## config.mk

```make
export PLATFORM = sky130hd
export DESIGN_NAME = ccd_dispatch
export DESIGN_NICKNAME = d
export VERILOG_FILES = /design/src/ccd_pkg.sv /design/src/ccd_decode.sv /design/src/ccd_dispatch.sv
export SDC_FILE = /design/constraint.sdc
export NUM_CORES = 1
export LEC_CHECK = 0
export BUFFER_PORTS_ARGS = -buffer_cell sky130_fd_sc_hd__buf_2
export CAP_MARGIN = 20
export CELL_PAD_IN_SITES_DETAIL_PLACEMENT = 2
export CELL_PAD_IN_SITES_GLOBAL_PLACEMENT = 2
export CORE_UTILIZATION = 24
export DETAILED_ROUTE_END_ITERATION = 16
export GPL_ROUTABILITY_DRIVEN = 1
export GPL_TIMING_DRIVEN = 0
export PLACE_DENSITY_LB_ADDON = 0.1
export SLEW_MARGIN = 10
export SYNTH_ARGS = -nofsm -noshare
export SYNTH_HDL_FRONTEND = slang
export SYNTH_SLANG_ARGS = --single-unit
```

## constraint.sdc

```tcl
create_clock -name core_clk -period 3.4 [get_ports core_clk]
set_clock_uncertainty 0.05 [all_clocks]
set_input_delay 0.68 -clock core_clk [delete_from_list [all_inputs] [get_ports core_clk]]
set_output_delay 0.68 -clock core_clk [all_outputs]
set_load 0.02 [all_outputs]
```

## src/ccd_pkg.sv

```systemverilog
// constants, types and helpers shared by the cache operation dispatcher
`default_nettype none
package ccd_pkg;

   // ==========================================================
   // widths and instruction field positions
   localparam int INSTR_W = 32;
   localparam int ADDR_W  = 64;
   localparam int CCA_W   = 3;
   localparam int OP_W    = 3;
   localparam int NUM_LVL = 4;
   localparam int OP_HI   = 25;
   localparam int OP_LO   = 23;
   localparam int SEL_HI  = 22;
   localparam int SEL_LO  = 21;

   // ==========================================================
   // cache select codes
   localparam logic [1:0] SEL_PRI_INSTR = 2'h0;
   localparam logic [1:0] SEL_PRI_DATA  = 2'h1;
   localparam logic [1:0] SEL_TERTIARY  = 2'h2;
   localparam logic [1:0] SEL_SECONDARY = 2'h3;

   // ==========================================================
   // one-hot cache levels, inner to outer from bit 0 upward
   localparam logic [3:0] LVL_NONE = 4'h0;
   localparam logic [3:0] LVL_I    = 4'h1;
   localparam logic [3:0] LVL_D    = 4'h2;
   localparam logic [3:0] LVL_S    = 4'h4;
   localparam logic [3:0] LVL_T    = 4'h8;

   // ==========================================================
   // operation and coherency attribute tables, one bit per code
   localparam logic [7:0] OP_REQ_MASK    = 8'h03;
   localparam logic [7:0] OP_IMPL_MASK   = 8'hFF;
   localparam logic [7:0] OP_HIT_MASK    = 8'h70;
   localparam logic [7:0] CCA_COHERENT   = 8'h30;
   localparam logic       INCLUSIVE      = 1'b1;
   localparam logic       GLOBALIZE_EN   = 1'b1;

   // ==========================================================
   // dispatcher states
   typedef enum logic [1:0] {
      ST_IDLE,
      ST_LEVEL,
      ST_BCAST,
      ST_DONE
   } ccd_state_t;

   // ==========================================================
   // helpers
   function automatic logic ccd_code_in(input logic [7:0] mask,
                                        input logic [2:0] code);
      ccd_code_in = mask[code];
   endfunction

   // innermost pending level; bit 0 is the innermost cache
   function automatic logic [3:0] ccd_lowest(input logic [3:0] m);
      ccd_lowest = m & (~m + LVL_I);
   endfunction

endpackage
`default_nettype wire

```

## src/ccd_decode.sv

```systemverilog
// field decoder of a cache maintenance instruction
`default_nettype none
`timescale 1ns/1ns
module ccd_decode (
   input  wire logic [ccd_pkg::INSTR_W-1:0] instr,
   input  wire logic [ccd_pkg::CCA_W-1:0]   coherency_attribute,
   output logic [ccd_pkg::OP_W-1:0]         maint_operation_field,
   output logic [3:0]                       target_level,
   output logic [3:0]                       level_mask,
   output logic                             globalize,
   output logic                             supported
);

   logic [1:0] sel;
   logic       hit_op;

   // ==========================================================
   // field extraction
   assign maint_operation_field =
      instr[ccd_pkg::OP_HI:ccd_pkg::OP_LO];
   assign sel = instr[ccd_pkg::SEL_HI:ccd_pkg::SEL_LO];

   // required codes are always present whatever the option table says
   assign supported = ccd_pkg::ccd_code_in(
      ccd_pkg::OP_IMPL_MASK | ccd_pkg::OP_REQ_MASK,
      maint_operation_field);

   always_comb begin
      case (sel)
         ccd_pkg::SEL_PRI_INSTR: target_level = ccd_pkg::LVL_I;
         ccd_pkg::SEL_PRI_DATA:  target_level = ccd_pkg::LVL_D;
         ccd_pkg::SEL_TERTIARY:  target_level = ccd_pkg::LVL_T;
         ccd_pkg::SEL_SECONDARY: target_level = ccd_pkg::LVL_S;
         default:                target_level = ccd_pkg::LVL_NONE;
      endcase
   end

   // outer levels pull in the data side inner levels when inclusive
   always_comb begin
      level_mask = target_level;
      if (ccd_pkg::INCLUSIVE) begin
         if (target_level == ccd_pkg::LVL_S) begin
            level_mask = ccd_pkg::LVL_D | ccd_pkg::LVL_S;
         end else if (target_level == ccd_pkg::LVL_T) begin
            level_mask = ccd_pkg::LVL_D | ccd_pkg::LVL_S | ccd_pkg::LVL_T;
         end
      end
   end

   // ==========================================================
   // one globalize decision for the whole instruction
   assign hit_op = ccd_pkg::ccd_code_in(ccd_pkg::OP_HIT_MASK,
                                        maint_operation_field);
   assign globalize = ccd_pkg::GLOBALIZE_EN & hit_op &
      ccd_pkg::ccd_code_in(ccd_pkg::CCA_COHERENT,
                           coherency_attribute);

endmodule
`default_nettype wire

```

## src/ccd_dispatch.sv

```systemverilog
// cache maintenance dispatcher: sequences levels and broadcast
`default_nettype none
`timescale 1ns/1ns
// Behaviour
// - operation is taken from instruction bits 25 to 23.
// - all required operation codes are implemented; others optional.
// - inclusive outer-level operation is first applied to inner levels (code pulls in D, plus S for tertiary, never I).
// - hit-type operations may act on all coherent caches.
// - coherent attribute globalizes the operation by broadcast.
// - non-coherent attribute means no broadcast at all.
// - all affected levels use the same global or local behaviour.
// - cache select bits 22 to 21: I, D, tertiary, secondary.
// - maintenance and its transfers complete like a memory barrier.
module ccd_dispatch (
   input  wire logic                        core_clk,
   input  wire logic                        reset,
   // ==========================================================
   // issuing pipeline
   input  wire logic                        req_valid,
   output logic                             req_ready,
   input  wire logic [ccd_pkg::INSTR_W-1:0] req_instr,
   input  wire logic [ccd_pkg::ADDR_W-1:0]  req_addr,
   input  wire logic [ccd_pkg::CCA_W-1:0]   req_coherency_attribute,
   output logic                             done,
   output logic                             done_error,
   output logic                             busy,
   // ==========================================================
   // local cache levels, one-hot request held until acknowledged
   output logic [3:0]                       lvl_req,
   output logic [ccd_pkg::OP_W-1:0]         lvl_op,
   output logic [ccd_pkg::ADDR_W-1:0]       lvl_addr,
   output logic                             lvl_global,
   input  wire logic [3:0]                  lvl_ack,
   // ==========================================================
   // coherent interconnect broadcast
   output logic                             bcast_valid,
   output logic [ccd_pkg::OP_W-1:0]         bcast_op,
   output logic [ccd_pkg::ADDR_W-1:0]       bcast_addr,
   output logic [3:0]                       bcast_levels,
   input  wire logic                        bcast_ack
);

   // ==========================================================
   // state
   typedef struct packed {
      ccd_pkg::ccd_state_t             state;
      logic [3:0]                      pending;
      logic [3:0]                      levels;
      logic [3:0]                      cur;
      logic [ccd_pkg::OP_W-1:0]        op;
      logic [ccd_pkg::ADDR_W-1:0]      addr;
      logic                            glob;
      logic                            err;
      logic                            bcast;
   } ccd_regs_t;

   ccd_regs_t                          s;
   ccd_regs_t                          next_s;

   logic [ccd_pkg::OP_W-1:0]           dec_op;
   logic [3:0]                         dec_target;
   logic [3:0]                         dec_mask;
   logic                               dec_global;
   logic                               dec_supported;
   logic [3:0]                         remaining;

   // ==========================================================
   // decoder
   ccd_decode u_decode (
      .instr                 (req_instr),
      .coherency_attribute   (req_coherency_attribute),
      .maint_operation_field (dec_op),
      .target_level          (dec_target),
      .level_mask            (dec_mask),
      .globalize             (dec_global),
      .supported             (dec_supported)
   );

   assign remaining = s.pending & ~s.cur;

   // ==========================================================
   // next state
   always_comb begin
      next_s = s;
      case (s.state)
         ccd_pkg::ST_IDLE: begin
            // one instruction at a time keeps barrier-like ordering
            if (req_valid) begin
               next_s.op      = dec_op;
               next_s.addr    = req_addr;
               next_s.levels  = dec_mask;
               next_s.pending = dec_mask;
               // latched once so every level sees the same choice
               next_s.glob    = dec_global;
               next_s.err     = ~dec_supported;
               if (!dec_supported || dec_mask == ccd_pkg::LVL_NONE) begin
                  next_s.state = ccd_pkg::ST_DONE;
                  next_s.cur   = ccd_pkg::LVL_NONE;
               end else begin
                  next_s.state = ccd_pkg::ST_LEVEL;
                  next_s.cur   = ccd_pkg::ccd_lowest(dec_mask);
               end
            end
         end
         ccd_pkg::ST_LEVEL: begin
            // a level acks only after its own writebacks have drained
            if ((lvl_ack & s.cur) != ccd_pkg::LVL_NONE) begin
               next_s.pending = remaining;
               if (remaining != ccd_pkg::LVL_NONE) begin
                  next_s.cur = ccd_pkg::ccd_lowest(remaining);
               end else begin
                  next_s.cur = ccd_pkg::LVL_NONE;
                  if (s.glob) begin
                     next_s.state = ccd_pkg::ST_BCAST;
                     next_s.bcast = 1'b1;
                  end else begin
                     next_s.state = ccd_pkg::ST_DONE;
                  end
               end
            end
         end
         ccd_pkg::ST_BCAST: begin
            if (bcast_ack) begin
               next_s.bcast = 1'b0;
               next_s.state = ccd_pkg::ST_DONE;
            end
         end
         ccd_pkg::ST_DONE: begin
            next_s.state = ccd_pkg::ST_IDLE;
         end
         default: begin
            next_s.state = ccd_pkg::ST_IDLE;
            next_s.cur   = ccd_pkg::LVL_NONE;
            next_s.bcast = 1'b0;
         end
      endcase
   end

   // ==========================================================
   // registers
   always_ff @(posedge core_clk) begin
      if (reset) begin
         s <= '0;
      end else begin
         s <= next_s;
      end
   end

   // ==========================================================
   // outputs
   assign req_ready    = (s.state == ccd_pkg::ST_IDLE);
   // done only when every level and every recipient has finished
   assign done         = (s.state == ccd_pkg::ST_DONE);
   assign done_error   = s.err;
   assign busy         = (s.state != ccd_pkg::ST_IDLE);
   assign lvl_req      = s.cur;
   assign lvl_op       = s.op;
   assign lvl_addr     = s.addr;
   assign lvl_global   = s.glob;
   assign bcast_valid  = s.bcast;
   assign bcast_op     = s.op;
   assign bcast_addr   = s.addr;
   // remote caches get the same level set, handled globally throughout
   assign bcast_levels = s.levels;

endmodule
`default_nettype wire

```

==> results.sh <==
export IMPL_max_freq_ghz=0.467
export IMPL_synth_cells=548
export IMPL_cts_sinks=83
export IMPL_cpMostUsedCell="inv_1"
export IMPL_criticalPathCategory="flop to output pin"
export IMPL_total_power_uw=2810
export IMPL_numCtsBuffers=9
export IMPL_drive_gt1_frac=0.499
export IMPL_syn_to_final_growth_pct=39.7
export IMPL_post_cts_resized=0
export IMPL_finalSetupTns_ns=0
export IMPL_viasPerCell=4.17
export IMPL_cts_setup_buffers=0
export IMPL_ys_seq_area_frac=0.389
export IMPL_grt_pass1_wl_microns=21900
export IMPL_final_nets=894
export IMPL_diodes=0
export IMPL_post_route_period_util=0.630
export IMPL_clock_latency_ns=0.33
export IMPL_slew_headroom=0.650
export IMPL_setup_violations=0
export IMPL_critical_path_cell_chain="inv_1, ha_1, inv_1, buf_2"
export IMPL_grt_antenna_before_repair=0
export IMPL_holdWs_ns=0.411
export IMPL_leakagePower_uw=0.00317
export IMPL_ios=255
export IMPL_start_util=0.246
export IMPL_post_route_util=0.343
export IMPL_drv_cap=0
export IMPL_vias=4217
export IMPL_drc=0
export IMPL_clk_pin_slew_ns=0.06
export IMPL_row_count=48
export IMPL_cts_root_buf="clkbuf_16"
export IMPL_yosys_warnings=0
export IMPL_gp_congestion=0.722
export IMPL_grt_max_degree=14
export IMPL_grt_overflow_total=0
export IMPL_ant_nets=0
export IMPL_core_sq_um=17400
export IMPL_regArea_sq_um=1660
export IMPL_grt_setup_unrepaired="false"
export IMPL_die_x_microns=135
export IMPL_hp_class="flop to flop"
export IMPL_grt_pass1_vias=4475
export IMPL_worstPathRequired_ns=2.67
export IMPL_cp_start_kind="flop"
export IMPL_dp_cells=996
export IMPL_multi_input_area_sq_um=1380
export IMPL_avgSynthCellArea_sq_um=7.79
export IMPL_cts_max_level=3
export IMPL_hold_violations=0
export IMPL_io_buffers=223
export IMPL_ys_ff_latch=83
export IMPL_powerDensity_nw_per_um2=471
export IMPL_wl_per_cell_microns=13.9
export IMPL_outcome="finished clean"
export IMPL_crit_fanout=5
export IMPL_drtPass1Iterations=4
export IMPL_hold_buffers=0
export IMPL_yosysUniqueCellTypes=34
export IMPL_fill_cells=2080
export IMPL_grt_use_total=0.152
export IMPL_syn_nets=660
export IMPL_fin_crit_ns=2.14
export IMPL_final_cells=1012
export IMPL_cts_tree="built"
export IMPL_hpwl_microns=11200
export IMPL_syn_area_sq_um=4270
export IMPL_cpPeakStageDelay_ns=0.39
export IMPL_ir_drop_v=0.000228
export IMPL_drt_first_iter_violations=53
export IMPL_wirelength_microns=14100
export IMPL_tightest_slew_ns=0.525
export IMPL_worst_setup_path_end_kind="output pin"
export IMPL_crit_slowest_cell="dfxtp_1"
export IMPL_worstPathArrival_ns=1.41
export IMPL_cts_buffer_depth=2
export IMPL_dieArea_sq_um=18300
export IMPL_die_h_microns=135
export IMPL_slew_viol_final=0
==> cell type report <==
type,instances,share of cell area
sequential,83,0.279
clock buffer,12,0.0414
inverter,8,0.00504
timing repair buffer,223,0.187
clock inverter,4,0.00840
tap,225,0.0472
buffer,170,0.201
multi-input combinational,287,0.231
==> path summary, 6_finish.rpt <==
check | endpoint | depth (start not counted) | from | slack [ns]
min | s[78] | 1 | s[78] | 0.41
max | busy | 4 | s[82] | 1.26
min reg2reg | s[78] | 1 | s[78] | 0.41
max reg2reg | bcast_addr[40] | 7 | s[82] | 1.39
==> layout by cell type (no fill, tap or decap), types with 5 or more instances in the layout <==
cell type	count
buf_2	227
nand2_1	148
buf_4	145
a21oi_1	85
dfxtp_1	83
clkbuf_1	18
o21ai_0	11
clkbuf_16	9
inv_1	8
nor2_1	6
ha_1	5
==> kinds of logic (layout without fill, tap and decap cells) <==
kind of cell / count (synthesis) / count (layout) / synth area share
AOI/OAI and AO/OA: 108 / 108 / 0.142
other: 1 / 1 / 0.000879
buffers and inverters: 178 / 417 / 0.288
adders and majority gates: 5 / 5 / 0.0147
DFF: 83 / 83 / 0.389
and+or+nand+nor: 173 / 173 / 0.165
==> sequential cells by signal, indices dropped and copies added, names as in the netlist <==
name and count:
bcast_addr 64, bcast_levels 4, bcast_op 3, bcast_valid 1, lvl_global 1, lvl_req 4
s 6
==> cell usage after synthesis <==
cell	count	area (sq um)
buf_4	145	1090
and2_1	1	6.26
conb_1	1	3.75
nand4_1	3	18.8
nor2b_1	1	6.26
nand2b_1	2	12.5
buf_6	1	11.3
a221oi_4	1	26.3
a21oi_1	85	425
inv_1	8	30.0
o211a_1	1	10.0
ha_1	5	62.6
a21o_2	1	8.76
nand4b_1	1	8.76
buf_1	3	11.3
nor2_1	6	22.5
nand3_1	1	5.00
and2_2	1	7.51
nand3b_1	3	22.5
o211ai_1	1	7.51
a211oi_1	2	15.0
a22oi_2	2	25.0
nor4b_1	1	8.76
and2b_1	2	15.0
buf_2	4	20.0
a21oi_2	1	8.76
o21a_1	2	15.0
o21ai_0	11	55.1
a21o_1	1	7.51
clkbuf_1	16	60.1
dlygate4sd1_1	1	8.76
nand2_1	148	556
nor3_1	3	15.0
dfxtp_1	83	1660
==> worst max-delay path, delay by kind of cell (launching register included) <==
| kind | cells | cell delay, ns |
|---|---|---|
| adder cells (fa/ha/maj) | 1 | 0.27 |
| buffers and inverters | 3 | 0.43 |
| flip-flops | 1 | 0.39 |
==> per-layer routing <==
layer,vias to the layer above,share of wire,global-route usage
met2,125,0.52,0.283
met5,-,0,0
met3,13,0.055,0.0363
met1,1999,0.41,0.167
met4,0,0.013,0.0518
li1,2080,-,-
==> per-stage QoR <==
step / area, sq um / setup WS [ns]
finish: 5960 / 1.26
floorplan: 4270 / 1.72
global route: 5960 / 1.16
CTS: 5960 / 1.23
detailed placement: 5660 / 1.30
global placement: 5660 / 1.36
==> where the power goes <==
part           switching [uW]  leakage [uW]  internal (uW)
Combinational             400       0.00235            317
Clock                     401      0.000139            589
Sequential               56.3      0.000682           1040
Total                     858       0.00317           1950
Note: power is estimated with default switching activity, not from simulation.
